File: config.mk
export PLATFORM = sky130hd
export DESIGN_NAME = lgps_top
export DESIGN_NICKNAME = d
export VERILOG_FILES = /design/src/lgps_pkg.sv /design/src/lgps_top.sv
export SDC_FILE = /design/constraint.sdc
export NUM_CORES = 1
export LEC_CHECK = 0
export BUFFER_PORTS_ARGS = -buffer_cell sky130_fd_sc_hd__buf_2
export CAP_MARGIN = 20
export CORE_UTILIZATION = 30
export CTS_BUF_LIST = sky130_fd_sc_hd__clkbuf_4 sky130_fd_sc_hd__clkbuf_8
export DETAILED_ROUTE_END_ITERATION = 8
export HOLD_SLACK_MARGIN = 0.1
export PLACE_DENSITY_LB_ADDON = 0.25
export SLEW_MARGIN = 25
export SYNTH_ARGS = -nofsm -noshare
export SYNTH_HDL_FRONTEND = slang
export SYNTH_SLANG_ARGS = --single-unit
File: constraint.sdc
create_clock -name sys_clk -period 2.7 [get_ports sys_clk]
set_clock_uncertainty 0.2 [all_clocks]
set_input_delay 0.27 -clock sys_clk [delete_from_list [all_inputs] [get_ports sys_clk]]
set_output_delay 0.27 -clock sys_clk [all_outputs]
set_load 0.1 [all_outputs]
File: src/lgps_pkg.sv
package lgps_pkg;
    localparam int unsigned NUM_PORTS    = 8;
    localparam int unsigned PORT_W       = 3;
    localparam int unsigned SIG_W        = 16;
    // Probe signature value is arbitrary
    localparam logic [15:0] PROBE_SIG    = 16'h5A3C;
    localparam int unsigned CLK_HZ       = 20_000_000;
    localparam int unsigned PROBE_MS     = 1;
    localparam int unsigned PROBE_CYC    = (CLK_HZ / 1000) * PROBE_MS;
    localparam int unsigned TMR_W        = 24;
    localparam logic [7:0]  PORTS_RST    = 8'h00;
endpackage : lgps_pkg

File: src/lgps_top.sv
`timescale 1ns/1ps
`default_nettype none
module lgps_top #(
    parameter int unsigned PROBE_PERIOD = lgps_pkg::PROBE_CYC
) (
    input  wire logic                        sys_clk,
    input  wire logic                        reset_n,
    input  wire logic                        global_en,
    input  wire logic [lgps_pkg::NUM_PORTS-1:0] port_en,
    input  wire logic [lgps_pkg::NUM_PORTS-1:0] stp_en,
    input  wire logic [lgps_pkg::NUM_PORTS-1:0] reactivate,
    output logic [lgps_pkg::NUM_PORTS-1:0]   probe_req,
    output logic [lgps_pkg::SIG_W-1:0]       probe_sig,
    output logic [lgps_pkg::PORT_W-1:0]      probe_src,
    input  wire logic                        probe_ack,
    input  wire logic                        rx_valid,
    input  wire logic [lgps_pkg::SIG_W-1:0]  rx_sig,
    input  wire logic [lgps_pkg::PORT_W-1:0] rx_src,
    input  wire logic [lgps_pkg::PORT_W-1:0] rx_port,
    output logic [lgps_pkg::NUM_PORTS-1:0]   port_disabled,
    output logic                             shut_event,
    output logic [lgps_pkg::PORT_W-1:0]      shut_port
);
    localparam int unsigned N  = lgps_pkg::NUM_PORTS;
    localparam int unsigned PW = lgps_pkg::PORT_W;
    localparam int unsigned TW = lgps_pkg::TMR_W;

    typedef struct packed {
        logic [lgps_pkg::TMR_W-1:0]  tmr;
        logic [N-1:0]                pend;
        logic [N-1:0]                dis;
        logic                        evt;
        logic [lgps_pkg::PORT_W-1:0] evt_port;
    } lgps_state_t;

    lgps_state_t s_q;
    lgps_state_t s_d;
    logic [N-1:0] guard;
    logic [N-1:0] hit;
    logic [N-1:0] req;

    assign guard = port_en & ~stp_en & {N{global_en}} & ~s_q.dis;

    function automatic logic [lgps_pkg::PORT_W-1:0] lgps_first(input logic [N-1:0] v);
        lgps_first = '0;
        for (int i = N - 1; i >= 0; i--) begin
            if (v[i]) begin
                lgps_first = i[lgps_pkg::PORT_W-1:0];
            end
        end
    endfunction : lgps_first

    genvar g;
    generate
        for (g = 0; g < N; g++) begin : g_port
            // Own probe back on any port names its origin
            assign hit[g] = rx_valid && rx_sig == lgps_pkg::PROBE_SIG
                && rx_src == PW'(g) && guard[g];
        end
    endgenerate

    assign req = s_q.pend & guard;

    always_comb begin
        s_d     = s_q;
        s_d.evt = 1'b0;
        if (s_q.tmr == '0) begin
            s_d.tmr  = TW'(PROBE_PERIOD - 1);
            s_d.pend = guard;
        end else begin
            s_d.tmr = s_q.tmr - 1'b1;
        end
        if (probe_ack && req != '0) begin
            s_d.pend[lgps_first(req)] = 1'b0;
        end
        s_d.pend = s_d.pend & guard;
        s_d.dis  = s_q.dis & ~reactivate;
        if (hit != '0) begin
            s_d.dis[lgps_first(hit)] = 1'b1;
            s_d.evt                  = 1'b1;
            s_d.evt_port             = lgps_first(hit);
        end
    end

    always_ff @(posedge sys_clk or negedge reset_n) begin
        if (!reset_n) begin
            s_q          <= '0;
            s_q.dis      <= lgps_pkg::PORTS_RST;
        end else begin
            s_q <= s_d;
        end
    end

    assign probe_req     = req != '0 ? (N'(1) << lgps_first(req)) : '0;
    assign probe_sig     = lgps_pkg::PROBE_SIG;
    assign probe_src     = lgps_first(req);
    assign port_disabled = s_q.dis;
    assign shut_event    = s_q.evt;
    assign shut_port     = s_q.evt_port;

    property p_shut_evt;
        @(posedge sys_clk) disable iff (!reset_n)
        (hit != '0) |=> shut_event && port_disabled[shut_port];
    endproperty
    a_shut_evt: assert property (p_shut_evt) else $error("Shutdown missed");

    property p_sticky;
        @(posedge sys_clk) disable iff (!reset_n)
        (port_disabled[0] && !reactivate[0]) |=> port_disabled[0];
    endproperty
    a_sticky: assert property (p_sticky) else $error("Port re-enabled by itself");

    property p_stp_block;
        @(posedge sys_clk) disable iff (!reset_n)
        (probe_req & (stp_en | ~port_en | {N{~global_en}})) == '0;
    endproperty
    a_stp_block: assert property (p_stp_block) else $error("Probe on blocked port");

    property p_no_shut_off;
        @(posedge sys_clk) disable iff (!reset_n)
        !global_en |=> !shut_event;
    endproperty
    a_no_shut_off: assert property (p_no_shut_off) else $error("Shutdown while off");

    property p_port_off;
        @(posedge sys_clk) disable iff (!reset_n)
        (~port_en & ~port_disabled) != '0
            |=> (port_disabled & ~$past(port_disabled) & ~$past(port_en)) == '0;
    endproperty
    a_port_off: assert property (p_port_off) else $error("Disabled port shut");

    property p_same_port;
        @(posedge sys_clk) disable iff (!reset_n)
        (rx_valid && rx_sig == lgps_pkg::PROBE_SIG && rx_port == rx_src && guard[rx_src])
            |=> port_disabled[$past(rx_src)];
    endproperty
    a_same_port: assert property (p_same_port) else $error("Same port loop missed");

    property p_other_port;
        @(posedge sys_clk) disable iff (!reset_n)
        (rx_valid && rx_sig == lgps_pkg::PROBE_SIG && rx_port != rx_src && guard[rx_src])
            |=> port_disabled[$past(rx_src)] && shut_port == $past(rx_src);
    endproperty
    a_other_port: assert property (p_other_port) else $error("Remote loop missed");

    property p_probe;
        @(posedge sys_clk) disable iff (!reset_n)
        (s_q.tmr == '0 && guard[0]) |=> probe_req[0] || s_q.pend[0] || !guard[0];
    endproperty
    a_probe: assert property (p_probe) else $error("Probe not scheduled");

    property p_sig;
        @(posedge sys_clk) disable iff (!reset_n)
        (probe_req != '0) |-> probe_sig == lgps_pkg::PROBE_SIG;
    endproperty
    a_sig: assert property (p_sig) else $error("Bad probe signature");

    property p_evt_names_dis;
        @(posedge sys_clk) disable iff (!reset_n)
        shut_event |-> port_disabled[shut_port];
    endproperty
    a_evt_names_dis: assert property (p_evt_names_dis) else $error("Event on live port");

    property p_evt_port;
        @(posedge sys_clk) disable iff (!reset_n)
        (hit != '0) |=> shut_port == $past(rx_src);
    endproperty
    a_evt_port: assert property (p_evt_port) else $error("Event names wrong port");

    property p_evt_needs_hit;
        @(posedge sys_clk) disable iff (!reset_n)
        (hit == '0) |=> !shut_event;
    endproperty
    a_evt_needs_hit: assert property (p_evt_needs_hit) else $error("Event without loop");

    property p_new_dis_hit;
        @(posedge sys_clk) disable iff (!reset_n)
        (hit == '0) |=> (port_disabled & ~$past(port_disabled)) == '0;
    endproperty
    a_new_dis_hit: assert property (p_new_dis_hit) else $error("Port shut without loop");

    property p_react;
        @(posedge sys_clk) disable iff (!reset_n)
        (reactivate != '0 && hit == '0) |=> (port_disabled & $past(reactivate)) == '0;
    endproperty
    a_react: assert property (p_react) else $error("Reactivation ignored");

    property p_onehot;
        @(posedge sys_clk) disable iff (!reset_n)
        $onehot0(probe_req);
    endproperty
    a_onehot: assert property (p_onehot) else $error("Several probes at once");

    property p_src_match;
        @(posedge sys_clk) disable iff (!reset_n)
        (probe_req != '0) |-> probe_req[probe_src];
    endproperty
    a_src_match: assert property (p_src_match) else $error("Probe source mismatch");

    property p_dis_no_probe;
        @(posedge sys_clk) disable iff (!reset_n)
        (probe_req & port_disabled) == '0;
    endproperty
    a_dis_no_probe: assert property (p_dis_no_probe) else $error("Probe on shut port");

    property p_stp_no_shut;
        @(posedge sys_clk) disable iff (!reset_n)
        (stp_en != '0) |=> (port_disabled & ~$past(port_disabled) & $past(stp_en)) == '0;
    endproperty
    a_stp_no_shut: assert property (p_stp_no_shut) else $error("Shutdown under tree");

    property p_round;
        @(posedge sys_clk) disable iff (!reset_n)
        (s_q.tmr == '0) |=> s_q.tmr == TW'(PROBE_PERIOD - 1);
    endproperty
    a_round: assert property (p_round) else $error("Probe period wrong");
endmodule : lgps_top
`default_nettype wire

Yosys cells after proc, flatten, opt, wreduce, memory -nomap -nowiden
Index checks and enable logic that the tools add are counted.
{"block": "classes", "addsub": 1, "n_shift": 1, "bitwise": 12, "n_eq_ne": 8, "reduce_logical": 24, "magnitude_cmp": 4, "n_mux": 27}
{"operator": "bitwise AND 8 bit", "count": 7}
{"operator": "two-way mux 3 bit", "count": 18}
{"operator": "NOT 8 bit", "count": 4}
{"operator": "zero test 24 bit", "count": 1}
{"operator": "two-way mux 24 bit", "count": 1}
{"operator": "two-way mux 8 bit", "count": 3}
{"operator": "subtractor 24 x 1 -> 24 bit (second input constant)", "count": 1}
{"operator": "logical AND 1 bit", "count": 20}
{"operator": "equality test 16 x 15 -> 1 bit (second input constant)", "count": 1}
{"operator": "nonzero test 8 bit", "count": 2}
{"operator": "equality test 3 bit (second input constant)", "count": 4}
{"operator": "two-way mux 12 bit", "count": 1}
{"operator": "< comparator 3 x 4 -> 1 bit (second input constant)", "count": 2}
{"operator": "bitwise OR 8 bit", "count": 1}
{"operator": "left shift 1 x 3 -> 8 bit (first input constant)", "count": 1}
{"operator": "demux 1 bit (select 3 bit)", "count": 2}
{"operator": "equality test 3 x 2 -> 1 bit (second input constant)", "count": 2}
{"operator": "greater-or-equal comparator 3 x 1 -> 1 bit (second input constant)", "count": 2}
{"operator": "equality test 3 x 1 -> 1 bit (second input constant)", "count": 1}
{"operator": "zero test 3 bit", "count": 1}
{"operator": "two-way mux 1 bit", "count": 2}
{"block": "word_totals", "output_inout_bits": 39, "regBits": 44, "input_bits": 51}

Longest topological paths before layout
{"block": "depth", "depth_word": 22, "ltp_mapped": 8}

Worst setup path before layout
OpenSTA, ideal clock, no wires.
{"block": "synth_timing", "path_kind": "register -> output", "startpoint": "register s_q (netlist bit port_disabled[7])", "endpoint": "output probe_req[1] (netlist name)", "required_ps": 2230, "path_slack_ps": -2008, "path_stages_with_launch": 6, "arrival_ps": 4238, "path_cell_list": "dfrtp_1 -> and4bb_4 -> o211ai_1 -> a211oi_2 -> o21a_1 -> nor3b_1"}
{"block": "synth_between", "elab_chain_len": 13, "elab_cells_between_ends": 14}
{"item": "start: declaration", "line_no": "lgps_top.sv:36", "source": "lgps_state_t s_q;"}
{"item": "NOT 8 bit", "line_no": "lgps_top.sv:42", "source": "assign guard = port_en & ~stp_en & {N{global_en}} & ~s_q.dis;"}
{"item": "bitwise AND 8 bit", "line_no": "lgps_top.sv:42"}
{"item": "bitwise AND 8 bit", "line_no": "lgps_top.sv:62", "source": "assign req = s_q.pend & guard;"}
{"item": "two-way mux 3 bit (8 in a row)"}
{"item": "named net probe_src, one bit", "line_no": "lgps_top.sv:14", "source": "output logic [lgps_pkg::PORT_W-1:0] probe_src,"}
{"item": "left shift 1 x 3 -> 8 bit", "line_no": "lgps_top.sv:94", "source": "assign probe_req = req != '0 ? (N'(1) << lgps_first(req)) : '0;"}
{"item": "two-way mux 8 bit", "line_no": "lgps_top.sv:94"}
{"item": "end: declaration", "line_no": "lgps_top.sv:12", "source": "output logic [lgps_pkg::NUM_PORTS-1:0] probe_req,"}
The timed path passes the listed nets, and every way through them passes these cells.

Worst setup path in the final report
{"block": "layout_timing", "startpoint": "register s_q (netlist bit port_disabled[5])", "endpoint": "output probe_req[1] (netlist name)"}
{"block": "layout_between", "elab_chain_len": 11, "elab_cells_between_ends": 12}
{"item": "NOT 8 bit (*)", "line_no": "lgps_top.sv:42"}
{"item": "bitwise AND 8 bit (*)", "line_no": "lgps_top.sv:42"}
{"item": "bitwise AND 8 bit (*)", "line_no": "lgps_top.sv:62"}
{"item": "two-way mux 3 bit (6 in a row)", "line_no": "lgps_top.sv:47", "source": "if (v[i]) begin"}
{"item": "left shift 1 x 3 -> 8 bit", "line_no": "lgps_top.sv:94"}
{"item": "two-way mux 8 bit (*)", "line_no": "lgps_top.sv:94"}
Mark *: on every way between the ends. The rest lies on a longest branch, timed or not.

==> flow_summary.yaml <==
worst_hold_path:
  hp-class: "input pin to flip-flop"
  min-delay-start: "rx_src[1]"
  min_path_cells: 3
  min_to: "port_disabled[2]"
worst_setup_path:
  cp_max_fo: 7
  r2r_cells: 7
  crit_type: "flip-flop to primary output"
  setup.worst_path.start_class: "flip-flop"
  rr_startpoint: "port_disabled[7]"
  r2r_end: "shut_event"
  setup.worst_path.end_class: "primary output"
  required_ps: 2230
  reg2reg_slack_ps: 210
  worstPathArrival_ps: 2170
global_routing:
  grt_usage_pct: 14.1
  overflow: 0
  grt_pass1_wl_mm: 11.0
  grt_max_degree: 28
  grt_pass1_vias: 2321
  antenna_found_initial: 0
yosys:
  avgSynthCellArea_sq_um: 9.60
  yosys_warnings: 0
  syn-cell-area_sq_um: 2830
  synthCells: 295
  ys_types: 60
  synth_edf_count: 0
  yosys_register_bits: 44
  ys.flop_type: "dfrtp_1"
  ys_seq_area_share_pct: 38.9
  async_reset_ff_share_pct: 100
detailed_routing:
  via_per_inst: 4.91
  vias: 2397
  wl_mm: 6.58
  antenna_left: 0
  firstDrtPassIters: 4
  route.detailed.wl_per_inst_microns: 13.5
  drc: 0
  drt_iter0_markers: 77
clock_network:
  cts_buffer_depth: 2
  clock-sinks: 44
  path_clk_slew_ps: 90
  cts_buffers: 5
  htreeDepth: 2
  root_buffer: "clkbuf_8"
  cts_tree: "built"
  clk_latency_ps: 310
floorplanning:
  rows: 35
  die_area_sq_um: 9830
  coreArea_sq_um: 9200
  die_y_microns: 99.2
  io-pin-count: 90
  start_util_pct: 30.8
  die_x_microns: 99.2
place:
  portBuffers: 70
  dp_cells: 461
  place_hpwl_mm: 4.92
  pre_cts_slack_ps: 159
  dpl_cell_area_sq_um: 3330
  place_congestion: 0.775
pwr:
  static-leakage-power_nw: 1.67
  pwr_density_cell_nw_per_um2: 354
  power_w: 0.00128
  ir_drop_v: 0.000159
final_layout:
  final_design_area_no_fill_sq_um: 3620
  diodes: 0
  fillerInstances: 948
  fin_nets: 430
  final_layout_size_suffix_gt1_share_pct: 31.0
  multiInputGateArea_sq_um: 1560
  final_cells: 488
  ff_latch_area_sq_um: 1100
  area_growth_pct: 27.7
timing:
  min_period_over_period_pct: 97.6
  setup-violations-final: 0
  finalSetupTns_ps: 0
  relSlewSlack_pct: 64.6
  final-hold-violation-count: 0
  setup_slack_ps: 64.8
  timing.fmax_mhz: 379
  slew_viol_final: 0
  tightest_slew_ps: 532
  rsz0062_at_grt: "true"
  post-route-min-period_ps: 2640
run_status:
  status: "finished clean"
flow_run:
  cap_violations: 0
## synthesized netlist by cell type (5+ instances only)
master | n | area share (%)
o31ai_1 | 7 | 1.9
nor3_1 | 5 | 0.88
or4_1 | 5 | 1.3
and3_1 | 6 | 1.3
nor2_1 | 21 | 2.8
dfrtp_1 | 44 | 39
xnor2_1 | 6 | 1.9
nand3_1 | 9 | 1.6
mux2i_1 | 7 | 2.5
nand4_1 | 5 | 1.1
a21oi_1 | 10 | 1.8
nand2b_1 | 6 | 1.3
o21ai_0 | 8 | 1.4
xor2_1 | 5 | 1.5
inv_1 | 15 | 2.0
nand2_1 | 27 | 3.6
buf_4 | 27 | 7.2
## layout make-up
type                            instances  area share [%]
Multi-Input combinational cell        215            43.0
Sequential cell                        44            30.4
Timing Repair Buffer                   96            18.9
Tap cell                              111            3.84
Clock buffer                            5            1.90
Inverter                               15            1.56
Clock inverter                          2           0.346
## through the flow
stage	utilization [%]	hold WS (ps)
after floorplan	-	-226
after global placement	36.2	33.8
after detailed placement	36.2	43.3
after CTS	39.1	129
after global routing	39.3	141
final	39.3	132
## layout by cell type, fill, tap and decap left out, drive strengths merged, types with 8 or more instances in the layout
cell type	n
buf	82
inv	15
nor2	21
nand3	9
conb	16
nand2	27
and4bb	8
dlygate4sd3	13
o21ai	11
mux2i	8
dfrtp	44
a21oi	10
## power by group
group / leakage, nW / switching, W / internal, W
clock: 0.0400 / 0.000235 / 0.000176
sequential: 0.553 / 0.00000000228 / 0.000658
combinational: 1.08 / 0.000150 / 0.0000603
## routing by layer
layer / up-vias / share of wire (%) / track usage, % / routed length (microns)
met5: - / 0 / 0 / 0
met3: 11 / 4.4 / 3.65 / 289
met2: 51 / 51 / 25.7 / 3340
met4: 0 / 1.7 / 4.30 / 115
li1: 1185 / - / - / -
met1: 1150 / 43 / 16.3 / 2830
## worst max path at each step
stage / startpoint / end / slack, ps / depth (start not counted)
6_report: port_disabled[5] / probe_req[1] / 60 / 6
5_1_grt: port_disabled[5] / probe_req[1] / -40 / 6
2_1_floorplan: port_disabled[7] / probe_req[1] / -690 / 5
3_3_place_gp: global_en / probe_req[1] / 190 / 7
4_1_cts: port_disabled[7] / probe_req[1] / 30 / 6
3_5_place_dp: global_en / probe_req[1] / 160 / 7
## state kept, by name (all words and copies together) (netlist names)
| signal | cells |
|---|---|
| s_q | 32 |
| shut_port | 3 |
| shut_event | 1 |
| port_disabled | 8 |
## critical path: stages, from the launching register on
cell and delay [ps]:
dfrtp_1 390, and4bb_4 400, a22oi_2 110, a211oi_4 350, o21a_4 170, nor3b_4 230
buf_12 210
## timing repair
item,4_1_cts,5_1_grt
pin swaps,4,4
hold buffers,13,0
resized for setup,2,3
hold endpoints to repair,27,0
endpoints found under the setup margin,2,4
buffers inserted,6,1
## logic make-up (layout without fill, tap and decap cells)
| family | Yosys count | count (layout) | share of synthesized area [%] |
|---|---|---|---|
| buffers and inverters | 50 | 118 | 10.4 |
| muxes | 12 | 12 | 6.01 |
| adders and majority gates | 2 | 2 | 0.883 |
| and+or+nand+nor | 124 | 124 | 28.2 |
| other | 2 | 16 | 0.265 |
| xor gates and xnor gates | 11 | 11 | 3.40 |
| DFF | 44 | 44 | 38.9 |
| AOI/OAI and AO/OA | 50 | 50 | 12.0 |
No activity file was read; power rests on OpenSTA's default activity.
